`src/scdp_pkg.sv`:
```
package scdp_pkg;
  // Register indices on the plain port
  localparam logic [3:0] ADDR_CMD     = 4'h0;
  localparam logic [3:0] ADDR_MODE1   = 4'h1;
  localparam logic [3:0] ADDR_MODE2   = 4'h2;
  localparam logic [3:0] ADDR_MODE3   = 4'h3;
  localparam logic [3:0] ADDR_MAIN_ST = 4'h4;
  localparam logic [3:0] ADDR_ST1     = 4'h5;
  localparam logic [3:0] ADDR_PULSES  = 4'h6;
  localparam logic [3:0] ADDR_INIT_SP = 4'h7;
  localparam logic [3:0] ADDR_DRV_SP  = 4'h8;
  localparam logic [3:0] ADDR_ACCEL   = 4'h9;
  localparam logic [3:0] ADDR_JERK    = 4'ha;
  localparam logic [3:0] ADDR_DECEL   = 4'hb;
  localparam logic [3:0] ADDR_POS     = 4'hc;
  localparam logic [3:0] ADDR_CMP_P   = 4'hd;
  localparam logic [3:0] ADDR_CMP_M   = 4'he;
  // Command codes, axis bits in [9:8]
  localparam logic [7:0] CMD_FIX_PLUS  = 8'h20;
  localparam logic [7:0] CMD_FIX_MINUS = 8'h21;
  localparam logic [7:0] CMD_CONT_PLUS = 8'h22;
  localparam logic [7:0] CMD_CONT_MIN  = 8'h23;
  localparam logic [7:0] CMD_DEC_STOP  = 8'h26;
  localparam logic [7:0] CMD_SUD_STOP  = 8'h27;
  localparam logic [7:0] CMD_SLOPE_CLR = 8'h44;
  localparam int AXIS_LSB = 8;
  // Mode bit positions
  localparam int M1_STOP0_EN = 1;
  localparam int M1_STOP1_EN = 3;
  localparam int M1_STOP2_EN = 5;
  localparam int M2_SLIM_P   = 0;
  localparam int M2_SLIM_M   = 1;
  localparam int M2_LIM_DEC  = 2;
  localparam int M3_SEP_DEC  = 1;
  localparam int M3_SCURVE   = 2;
  localparam int M3_TRI_PREV = 5;
  // Status bit positions
  localparam int ST1_ACCELERATING_FLAG = 2;
  localparam int ST1_CONSTANT_SPEED_FLAG = 3;
  localparam int ST1_DECELERATING_FLAG = 4;
  // Reset values
  localparam logic [15:0] MODE_RST  = 16'h0000;
  localparam logic [15:0] SPEED_RST = 16'h0001;
  // Profile tick: 25 MHz core, 100 kHz speed update rate
  // Fast enough that a ramped stop ends within a few hundred cycles
  localparam int CLK_HZ      = 25000000;
  localparam int TICK_HZ     = 100000;
  localparam int TICK_CYCLES = CLK_HZ / TICK_HZ;
  localparam int PHASE_W     = 32;
  localparam logic signed [31:0] CMP_MIN = -32'sd1073741824;
  localparam logic signed [31:0] CMP_MAX = 32'sd1073741823;
endpackage

```
`src/scdp_axis_if.sv`:
```
`timescale 1ns/1ps
// Per-axis control and status bundle
interface scdp_axis_if;
  logic        start;
  logic        dir_minus;
  logic        fixed;
  logic        dec_stop;
  logic        hard_stop;
  logic        slope_clr;
  logic [31:0] pulses;
  logic [15:0] init_sp;
  logic [15:0] drv_sp;
  logic [15:0] accel;
  logic [15:0] decel;
  logic [15:0] jerk;
  logic [15:0] mode3;
  logic        busy;
  logic        accelerating_flag;
  logic        constant_speed_flag;
  logic        decelerating_flag;
  logic        pulse;
  logic [15:0] speed;
  modport ctl (output start, dir_minus, fixed, dec_stop, hard_stop, slope_clr, pulses,
               init_sp, drv_sp, accel, decel, jerk, mode3,
               input busy, accelerating_flag, constant_speed_flag, decelerating_flag, pulse, speed);
  modport gen (input start, dir_minus, fixed, dec_stop, hard_stop, slope_clr, pulses,
               init_sp, drv_sp, accel, decel, jerk, mode3,
               output busy, accelerating_flag, constant_speed_flag, decelerating_flag, pulse, speed);
endinterface

```
`src/scdp_profile.sv`:
```
`timescale 1ns/1ps
// One axis speed profile and pulse generator
module scdp_profile (
  input  wire logic clk_i,
  input  wire logic rst_i,
  input  wire logic tick_i,
  scdp_axis_if.gen  ax
);
  typedef enum logic [1:0] {
    ST_IDLE = 2'b00,
    ST_ACC  = 2'b01,
    ST_CONSTANT_SPEED_FLAG = 2'b10,
    ST_DEC  = 2'b11
  } scdp_ph_e;

  scdp_ph_e    ph_q;
  logic [15:0] spd_q;
  logic [15:0] slope_q;
  logic [31:0] left_q;
  logic [31:0] ramp_q;
  logic [31:0] phase_q;
  logic        fix_q;
  logic        stopping_q;

  wire logic        scurve   = ax.mode3[scdp_pkg::M3_SCURVE];
  wire logic [15:0] dec_rate = ax.mode3[scdp_pkg::M3_SEP_DEC] ? ax.decel : ax.accel;
  // S-curve slope rises by the jerk each tick and is clipped at the acceleration rate
  wire logic [15:0] slope_up = (slope_q + ax.jerk > ax.accel) ? ax.accel
                                                              : 16'(slope_q + ax.jerk);
  wire logic [15:0] step_acc = scurve ? slope_up : ax.accel;
  wire logic [15:0] step_dec = scurve ? ((slope_q > dec_rate) ? dec_rate : slope_q) : dec_rate;
  // Triangle prevention: stop climbing once pulses left are down to twice the ramp
  wire logic        tri_cap   = ax.mode3[scdp_pkg::M3_TRI_PREV] && fix_q &&
                                (left_q <= {ramp_q[30:0], 1'b0});
  wire logic        need_dec  = stopping_q || (fix_q && (left_q <= ramp_q));
  wire logic [31:0] ph_sum    = phase_q + {16'h0000, spd_q};
  wire logic        pulse_now = (ph_q != ST_IDLE) && (ph_sum >= 32'(scdp_pkg::TICK_CYCLES));
  wire logic        last      = fix_q && pulse_now && (left_q <= 32'd1);
  wire logic [15:0] spd_up    = (spd_q + step_acc >= ax.drv_sp) ? ax.drv_sp
                                                                : 16'(spd_q + step_acc);
  wire logic [15:0] spd_dn    = (spd_q <= ax.init_sp + step_dec) ? ax.init_sp
                                                                 : 16'(spd_q - step_dec);

  // Pulse accumulator, count of pulses left, ramp length
  always_ff @(posedge clk_i or posedge rst_i) begin
    if (rst_i) begin
      phase_q <= 32'h0;
      left_q  <= 32'h0;
      ramp_q  <= 32'h0;
      fix_q   <= 1'b0;
    end else if (ax.start && ph_q == ST_IDLE) begin
      phase_q <= 32'h0;
      left_q  <= ax.pulses;
      ramp_q  <= 32'h0;
      fix_q   <= ax.fixed;
    end else if (ph_q != ST_IDLE) begin
      phase_q <= pulse_now ? ph_sum - 32'(scdp_pkg::TICK_CYCLES) : ph_sum;
      if (pulse_now && fix_q && left_q != 32'h0) left_q <= left_q - 32'h1;
      if (pulse_now && ph_q == ST_ACC) ramp_q <= ramp_q + 32'h1;
    end
  end

  // Phase sequencer; any stop path always lands in idle
  always_ff @(posedge clk_i or posedge rst_i) begin
    if (rst_i) begin
      ph_q       <= ST_IDLE;
      spd_q      <= scdp_pkg::SPEED_RST;
      slope_q    <= 16'h0;
      stopping_q <= 1'b0;
    end else begin
      if (ax.slope_clr) slope_q <= 16'h0;
      if (ax.hard_stop || last) begin
        ph_q       <= ST_IDLE;
        stopping_q <= 1'b0;
        spd_q      <= ax.init_sp;
      end else if (ph_q == ST_IDLE) begin
        if (ax.start) begin
          ph_q  <= ST_ACC;
          spd_q <= ax.init_sp;
        end
      end else begin
        if (ax.dec_stop) stopping_q <= 1'b1;
        if (tick_i) begin
          unique case (ph_q)
            ST_ACC: begin
              spd_q <= spd_up;
              if (scurve) slope_q <= slope_up;
              if (need_dec) ph_q <= ST_DEC;
              else if (spd_up == ax.drv_sp || tri_cap) ph_q <= ST_CONSTANT_SPEED_FLAG;
            end
            ST_CONSTANT_SPEED_FLAG: begin
              if (need_dec) ph_q <= ST_DEC;
            end
            ST_DEC: begin
              spd_q <= spd_dn;
              if (scurve && slope_q != 16'h0) slope_q <= 16'(slope_q - 16'h1);
              // Speed floored at initial speed; a stop request ends here
              if (spd_dn == ax.init_sp && (stopping_q || !fix_q)) begin
                ph_q       <= ST_IDLE;
                stopping_q <= 1'b0;
              end else if (scurve && slope_q == 16'h0 && spd_dn != ax.init_sp) begin
                // Slope ran out above initial speed: one flat tick, then brake again
                slope_q <= ax.jerk | 16'h1;
              end
            end
            default: ph_q <= ST_IDLE;
          endcase
        end
      end
    end
  end

  assign ax.busy  = (ph_q != ST_IDLE);
  assign ax.accelerating_flag  = (ph_q == ST_ACC);
  // Flat slope while braking reads as constant speed
  assign ax.constant_speed_flag  = (ph_q == ST_CONSTANT_SPEED_FLAG) || (ph_q == ST_DEC && scurve && slope_q == 16'h0 &&
                                          spd_q != ax.init_sp);
  assign ax.decelerating_flag  = (ph_q == ST_DEC) && !ax.constant_speed_flag;
  assign ax.pulse = pulse_now;
  assign ax.speed = spd_q;
endmodule

```
`src/scdp_top.sv`:
```
// The implementer's own choices: the strobed register port and the register offsets.
`timescale 1ns/1ps
module scdp_top #(
  parameter int AXES = 2
) (
  input  wire logic            CORE_CLK_I,
  input  wire logic            RST_I,
  input  wire logic [3:0]      ADDR_I,
  input  wire logic [31:0]     WDATA_I,
  input  wire logic            WR_I,
  input  wire logic            RD_I,
  output logic      [31:0]     RDATA_O,
  input  wire logic [AXES-1:0] LIMIT_PLUS_I,
  input  wire logic [AXES-1:0] LIMIT_MINUS_I,
  input  wire logic [3*AXES-1:0] EXT_STOP_I,
  input  wire logic            EMERGENCY_STOP_I,
  input  wire logic [AXES-1:0] ALARM_I,
  output logic      [AXES-1:0] PULSE_PLUS_O,
  output logic      [AXES-1:0] PULSE_MINUS_O,
  output logic      [AXES-1:0] DRIVE_BUSY_O
);
  // Shared and per-axis registers
  logic [15:0] mode1_q, mode2_q, mode3_q;
  logic [31:0] pulses_q;
  logic [15:0] init_sp_q, drv_sp_q, accel_q, jerk_q, decel_q;
  logic signed [31:0] cmp_p_q, cmp_m_q;
  logic signed [31:0] pos_q [AXES];
  logic [AXES-1:0] dir_q;
  logic [15:0] tick_cnt_q;
  logic        tick_q;
  logic [31:0] rdata_d;

  wire logic       cmd_wr   = WR_I && (ADDR_I == scdp_pkg::ADDR_CMD);
  wire logic [7:0] cmd_code = WDATA_I[7:0];
  wire logic [AXES-1:0] cmd_axes = WDATA_I[scdp_pkg::AXIS_LSB +: AXES];

  // Speed update tick divider
  always_ff @(posedge CORE_CLK_I or posedge RST_I) begin
    if (RST_I) begin
      tick_cnt_q <= 16'h0;
      tick_q     <= 1'b0;
    end else begin
      tick_q     <= (tick_cnt_q == 16'(scdp_pkg::TICK_CYCLES - 1));
      tick_cnt_q <= (tick_cnt_q == 16'(scdp_pkg::TICK_CYCLES - 1)) ? 16'h0
                                                                     : 16'(tick_cnt_q + 16'h1);
    end
  end

  // Register writes
  always_ff @(posedge CORE_CLK_I or posedge RST_I) begin
    if (RST_I) begin
      mode1_q   <= scdp_pkg::MODE_RST;
      mode2_q   <= scdp_pkg::MODE_RST;
      mode3_q   <= scdp_pkg::MODE_RST;
      pulses_q  <= 32'h0;
      init_sp_q <= scdp_pkg::SPEED_RST;
      drv_sp_q  <= scdp_pkg::SPEED_RST;
      accel_q   <= 16'h1;
      jerk_q    <= 16'h1;
      decel_q   <= 16'h1;
      cmp_p_q   <= scdp_pkg::CMP_MAX;
      cmp_m_q   <= scdp_pkg::CMP_MIN;
    end else if (WR_I) begin
      unique case (ADDR_I)
        scdp_pkg::ADDR_MODE1:   mode1_q   <= WDATA_I[15:0];
        scdp_pkg::ADDR_MODE2:   mode2_q   <= WDATA_I[15:0];
        scdp_pkg::ADDR_MODE3:   mode3_q   <= WDATA_I[15:0];
        scdp_pkg::ADDR_PULSES:  pulses_q  <= WDATA_I;
        scdp_pkg::ADDR_INIT_SP: init_sp_q <= WDATA_I[15:0];
        scdp_pkg::ADDR_DRV_SP:  drv_sp_q  <= WDATA_I[15:0];
        scdp_pkg::ADDR_ACCEL:   accel_q   <= WDATA_I[15:0];
        scdp_pkg::ADDR_JERK:    jerk_q    <= WDATA_I[15:0];
        scdp_pkg::ADDR_DECEL:   decel_q   <= WDATA_I[15:0];
        // Comparators only span 31 bits; sign-extend bit 30
        scdp_pkg::ADDR_CMP_P:   cmp_p_q   <= {WDATA_I[30], WDATA_I[30:0]};
        scdp_pkg::ADDR_CMP_M:   cmp_m_q   <= {WDATA_I[30], WDATA_I[30:0]};
        default: ;
      endcase
    end
  end

  // Per-axis profile, stop sources and position
  logic [AXES-1:0] busy_w, accelerating_flag_w, constant_speed_flag_w, decelerating_flag_w;
  genvar g;
  generate
    for (g = 0; g < AXES; g++) begin : g_axis
      scdp_axis_if ax ();
      wire logic mine     = cmd_wr && cmd_axes[g];
      wire logic go       = mine && (cmd_code == scdp_pkg::CMD_FIX_PLUS ||
                            cmd_code == scdp_pkg::CMD_FIX_MINUS ||
                            cmd_code == scdp_pkg::CMD_CONT_PLUS ||
                            cmd_code == scdp_pkg::CMD_CONT_MIN);
      wire logic go_minus = (cmd_code == scdp_pkg::CMD_FIX_MINUS ||
                             cmd_code == scdp_pkg::CMD_CONT_MIN);
      wire logic lim_hit  = dir_q[g] ? LIMIT_MINUS_I[g] : LIMIT_PLUS_I[g];
      wire logic lim_dec  = mode2_q[scdp_pkg::M2_LIM_DEC];
      // Software limits watch the compare pair in the travel direction
      wire logic slim_hit = dir_q[g] ? (mode2_q[scdp_pkg::M2_SLIM_M] && pos_q[g] < cmp_m_q)
                                     : (mode2_q[scdp_pkg::M2_SLIM_P] && pos_q[g] >= cmp_p_q);
      wire logic ext_hit  = (mode1_q[scdp_pkg::M1_STOP0_EN] && EXT_STOP_I[3*g])   ||
                            (mode1_q[scdp_pkg::M1_STOP1_EN] && EXT_STOP_I[3*g+1]) ||
                            (mode1_q[scdp_pkg::M1_STOP2_EN] && EXT_STOP_I[3*g+2]);
      assign ax.start     = go && !busy_w[g];
      assign ax.dir_minus = go_minus;
      assign ax.fixed     = (cmd_code == scdp_pkg::CMD_FIX_PLUS ||
                             cmd_code == scdp_pkg::CMD_FIX_MINUS);
      assign ax.dec_stop  = (mine && cmd_code == scdp_pkg::CMD_DEC_STOP) ||
                            (lim_hit && lim_dec) || slim_hit || ext_hit;
      assign ax.hard_stop = (mine && cmd_code == scdp_pkg::CMD_SUD_STOP) || EMERGENCY_STOP_I ||
                            (lim_hit && !lim_dec) || ALARM_I[g];
      assign ax.slope_clr = mine && (cmd_code == scdp_pkg::CMD_SLOPE_CLR);
      assign ax.pulses    = pulses_q;
      assign ax.init_sp   = init_sp_q;
      assign ax.drv_sp    = drv_sp_q;
      assign ax.accel     = accel_q;
      assign ax.decel     = decel_q;
      assign ax.jerk      = jerk_q;
      assign ax.mode3     = mode3_q;
      assign busy_w[g]    = ax.busy;
      assign accelerating_flag_w[g]    = ax.accelerating_flag;
      assign constant_speed_flag_w[g]    = ax.constant_speed_flag;
      assign decelerating_flag_w[g]    = ax.decelerating_flag;

      scdp_profile u_prof (
        .clk_i  (CORE_CLK_I),
        .rst_i  (RST_I),
        .tick_i (tick_q),
        .ax     (ax)
      );

      // Direction latch, position count and registered pins
      always_ff @(posedge CORE_CLK_I or posedge RST_I) begin
        if (RST_I) begin
          dir_q[g]         <= 1'b0;
          pos_q[g]         <= 32'sh0;
          PULSE_PLUS_O[g]  <= 1'b0;
          PULSE_MINUS_O[g] <= 1'b0;
          DRIVE_BUSY_O[g]  <= 1'b0;
        end else begin
          if (ax.start) dir_q[g] <= ax.dir_minus;
          if (ax.pulse) pos_q[g] <= dir_q[g] ? pos_q[g] - 32'sh1 : pos_q[g] + 32'sh1;
          PULSE_PLUS_O[g]  <= ax.pulse && !dir_q[g];
          PULSE_MINUS_O[g] <= ax.pulse && dir_q[g];
          DRIVE_BUSY_O[g]  <= ax.busy;
        end
      end
    end
  endgenerate

  // Read mux; status one packs both axes, axis 1 at bit 8
  logic [15:0] st1_w;
  always_comb begin
    st1_w = 16'h0;
    for (int a = 0; a < AXES; a++) begin
      st1_w[8*a + scdp_pkg::ST1_ACCELERATING_FLAG] = accelerating_flag_w[a];
      st1_w[8*a + scdp_pkg::ST1_CONSTANT_SPEED_FLAG] = constant_speed_flag_w[a];
      st1_w[8*a + scdp_pkg::ST1_DECELERATING_FLAG] = decelerating_flag_w[a];
    end
  end
  assign rdata_d = (ADDR_I == scdp_pkg::ADDR_MODE1)   ? {16'h0, mode1_q}  :
                   (ADDR_I == scdp_pkg::ADDR_MODE2)   ? {16'h0, mode2_q}  :
                   (ADDR_I == scdp_pkg::ADDR_MODE3)   ? {16'h0, mode3_q}  :
                   (ADDR_I == scdp_pkg::ADDR_MAIN_ST) ? 32'(busy_w)       :
                   (ADDR_I == scdp_pkg::ADDR_ST1)     ? {16'h0, st1_w}    :
                   (ADDR_I == scdp_pkg::ADDR_PULSES)  ? pulses_q          :
                   (ADDR_I == scdp_pkg::ADDR_POS)     ? pos_q[0]          :
                   (ADDR_I == scdp_pkg::ADDR_CMP_P)   ? cmp_p_q           :
                   (ADDR_I == scdp_pkg::ADDR_CMP_M)   ? cmp_m_q           : 32'h0;

  // Read data stand one cycle after each RD_I cycle, zero otherwise
  always_ff @(posedge CORE_CLK_I or posedge RST_I) begin
    if (RST_I) RDATA_O <= 32'h0;
    else       RDATA_O <= RD_I ? rdata_d : 32'h0;
  end
endmodule

```
`config.mk`:
```
export PLATFORM = sky130hd
export DESIGN_NAME = scdp_top
export DESIGN_NICKNAME = d
export VERILOG_FILES = /design/src/scdp_pkg.sv /design/src/scdp_axis_if.sv /design/src/scdp_profile.sv /design/src/scdp_top.sv
export SDC_FILE = /design/constraint.sdc
export NUM_CORES = 2
export LEC_CHECK = 0
export ABC_AREA = 1
export BUFFER_PORTS_ARGS = -buffer_cell sky130_fd_sc_hd__buf_2
export CORE_MARGIN = 3
export CORE_UTILIZATION = 40
export CTS_CLUSTER_SIZE = 14
export DETAILED_ROUTE_END_ITERATION = 6
export GPL_TIMING_DRIVEN = 0
export PLACE_DENSITY = 0.54
export SLEW_MARGIN = 20
export SYNTH_ARGS = -nofsm -noshare
export SYNTH_HDL_FRONTEND = slang
export SYNTH_SLANG_ARGS = --single-unit
```
`constraint.sdc`:
```
create_clock -name CORE_CLK_I -period 25.2 [get_ports CORE_CLK_I]
set_input_delay 3.78 -clock CORE_CLK_I [delete_from_list [all_inputs] [get_ports CORE_CLK_I]]
set_output_delay 3.78 -clock CORE_CLK_I [all_outputs]
set_load 0.005 [all_outputs]
```
==> results.md <==
* Status: complete, but fails checks
* Failing checks: design-rule violations
* Cell area power density at between 100 and 150 nW/um2
* Placed Cells at 9938
* # hold bufs at CTS at 0
* Setup Slack @ Placement at 14.52 ns
* Die Height at roughly 380 um
* Max IR drop VDD at about 0.000065 V
* Worst R2R Path Depth at 44
* Clock sink count at approximately 610
* Worst-path clk slew at 0.06 ns
* Fin crit share at 0.432
* Max-capacitance violation count at 0
* CP Max Fanout at 10
* Longest Clk Path Bufs at 3
* Initial Util at 0.406
* DP HPWL at about 180000 um
* FF/Latch Area at between 15000 and 20000 um2
* Vias/cell at roughly 5.6
* Yosys reg bits at 607
* Post-Route WL at 224000 um
* CP Class: flip-flop to flip-flop
* Top post-synthesis cells by area: dfrtp_1 26%, nand2_1 14%, ha_1 14%
* Slew HR at 0.0996
* CP Capture Type: flip-flop
* First-pass iteration count of the detailed router at 7
* Root Driver: clkbuf_16
* Leakage power total at 30.3 nW
* Crit path largest cell delay at just under 1 ns
* First-pass GRT wire length at between 300000 and 400000 um
* Vias in the first global route at approximately 53k
* H-tree depth at 3
* Syn-to-layout area delta at 10.6%
* Synth top area share at 0.257
* Dpl cell area at ~58000 um2
* Multi-input gate area at about 35000 um2
* Clock latency on the worst-skew pair at 0.69 ns
* Port bufs at between 80 and 90
* Primary FF master, synth: dfrtp_1
* CTS Buf Count at 80
* Post-synth EDFFs at 0
* Slew Limit Fails at 0
* Post-CTS Setup Inserts at 0
* Final Skew at between 0.04 and 0.05 ns
* Io pins at 91
* CP Launch Type: flip-flop
* Netlist Area Pre-Place at 55300 um2
* Most Frequent Cell on Critical Path: nand2_1
* Final instance area at approximately 61000 um2
* Hold Fails Final Rpt at 0
* Detail Route Antenna Nets at 0
* FILL cells at roughly 14k
* Initial antenna violation count at 20
* Data arrival, critical path at about 11 ns
* HP Class: flip-flop to flip-flop
* Final min period at approximately 11 ns
* Synth Area per Inst at between 6 and 7 um2
* Unrepaired setup endpoints after global routing: no
* 1st-iter DRT viols at around 5.4k
* YS warnings at 0
* Final Wtd Congestion at ~1.0
* Hold_ws at ~0.47 ns
* Largest net degree at the start of global routing at just under 100
* Die area at 143000 um2
* GRT Total Usage at 0.308
* Total Nets Final at approximately 8.9k
* Die Wd at about 380 um
* Area leader, netlist: dfrtp_1
* Via count at between 50k and 60k
* Post-synthesis instance total at 8059
* Layout cells sized above 1 at 0.0535
* Post-synth cell types at just under 80
* Core ar. at between 100000 and 150000 um2
* Register area share after synthesis at 0.276
* CP max-delay cell: o21ai_0
* Post-Syn Nets at 8738
* CP required at approximately 26 ns
* Core Rows at ~140
* Final WS setup at around 14 ns
* Routed length per instance at ~22 um
* # setup viols final at 0
* Fmax achieved at ~0.09 GHz
* CTS tree: done
* Resized Gates After CTS at 0
* Worst hold path cell count at 1
* Total gr overflow at 0
* Drt drc at 2
* Finished Layout Cells at 10.1k
* Ys async rst share at 1.00
* Worst Tran Pin Value at around 1.3 ns
==> power breakdown <==
part	total [mW]	switching (mW)	internal, mW	leakage, nW
combinational	4.35	2.89	1.46	21.5
clock	1.26	0.491	0.774	1.41
sequential	1.51	0.330	1.18	7.43
==> flip-flops by register name, indices dropped and copies added (netlist names), 4 cells and up <==
name	flops
g_axis.u_prof.slope_q	32
g_axis.u_prof.ph_q	4
decel_q	16
cmp_p_q	31
cmp_m_q	31
accel_q	16
RDATA_O	32
g_axis.u_prof.phase_q	64
tick_cnt_q	16
g_axis.u_prof.ax.speed	32
g_axis.ax.pulses	32
drv_sp_q	16
mode1_q	16
g_axis.u_prof.left_q	64
g_axis.ax.jerk	16
pos_q	64
mode2_q	16
g_axis.ax.init_sp	16
g_axis.ax.mode3	16
g_axis.u_prof.ramp_q	64
==> metrics by stage <==
step	util	TNS, ns	power (mW)
finish	0.449	0	7.12
global route	0.448	0	7.76
CTS	0.448	0	7.07
detailed placement	0.427	0	5.77
global placement	0.425	-2350.91	5.72
floorplan	-	0	4.49
==> cells in the mapped netlist (19+ instances only) <==
cell type  instances
xor2_1           213
o21ai_1           33
buf_2             26
o211ai_1          87
nand3b_1          25
o21ai_0          784
xnor2_1           77
o21a_1            19
nor4_1            59
dfrtp_1          569
o21bai_1          29
a31oi_1           33
ha_1             614
a21oi_1          517
nor2_1           628
nand2_1         2073
nand3_1          498
clkbuf_1         167
nor3_1           122
inv_1            963
nand4_1          112
dfstp_2           38
nand2_2           22
a211oi_1          49
o22ai_1           27
==> per-layer routing <==
| metal | track usage | wire length [um] | vias up | share of wire |
|---|---|---|---|---|
| li1 | - | - | 27382 | - |
| met1 | 0.448 | 104000 | 27125 | 0.46 |
| met2 | 0.464 | 94900 | 1944 | 0.42 |
| met3 | 0.0525 | 17700 | 293 | 0.079 |
| met4 | 0.0906 | 7010 | 8 | 0.031 |
| met5 | 0 | 50 | - | 0.00022 |
==> final timing paths <==
path	startpoint	endpoint	slack (ns)
setup / recovery	g_axis[0].ax.mode3[1]$_DFFE_PP0P_	g_axis[1].u_prof.slope_q[12]$_DFF_PP0_	14.31
hold / removal	tick_cnt_q[15]$_DFF_PP0_	tick_cnt_q[15]$_DFF_PP0_	0.47
setup reg to reg	g_axis[0].ax.mode3[1]$_DFFE_PP0P_	g_axis[1].u_prof.slope_q[12]$_DFF_PP0_	14.31
hold reg to reg	tick_cnt_q[15]$_DFF_PP0_	tick_cnt_q[15]$_DFF_PP0_	0.47
max in group asynchronous	RST_I	dir_q[1]$_DFFE_PP0P_	20.84
min in group asynchronous	RST_I	pos_q[24]$_DFFE_PP0P_	3.13
==> critical path: cells and delay by family (launching register included) <==
kind / cells / cell delay, ns
xor gates and xnor gates: 1 / 0.10
adders and majority gates: 3 / 1.15
buffers and inverters: 7 / 1.43
and+or+nand+nor: 18 / 3.45
DFF: 1 / 0.44
AOI/OAI and AO/OA: 15 / 4.15
==> placed cells by master (no fill, tap or decap), types with 13 or more instances in the layout <==
cell       count
o21bai_1      29
nand2_2       22
buf_2        114
inv_1        962
a211oi_1      49
o22ai_1       27
o21a_1        19
clkbuf_1     171
a221oi_1      16
nor2_1       628
inv_2         13
o21ai_0      777
ha_1         614
or2_2         15
nand3_1      498
a31oi_1       33
o211ai_1      87
diode_2       14
nand3b_1      25
o21ai_1       40
dfrtp_1      567
xnor2_1       77
nor3_1       121
clkbuf_16     83
a21oi_1      517
o221ai_1      16
dfstp_2       38
nand2_1     2073
o31ai_1       15
nor4_1        57
a21o_1        14
clkbuf_8      17
nand4_1      112
clkinv_2      17
xor2_1       213
==> area by class of cell <==
type                       instances  area share
multi-input combinational       6244       0.579
clock buffer                     104      0.0380
clock inverter                    41     0.00902
sequential                       607       0.249
buffer                           218      0.0155
tap                             1781      0.0364
inverter                         990      0.0610
timing repair buffer              98      0.0111
antenna                           14    0.000573
==> cell families after synthesis <==
group / synth area share
fa+ha+maj: 0.143
flops: 0.276
simple gates: 0.278
buf+inv: 0.0844
mux: 0.000362
xor+xnor: 0.0483
compound gates: 0.170
(Power assumes the default switching activity.)
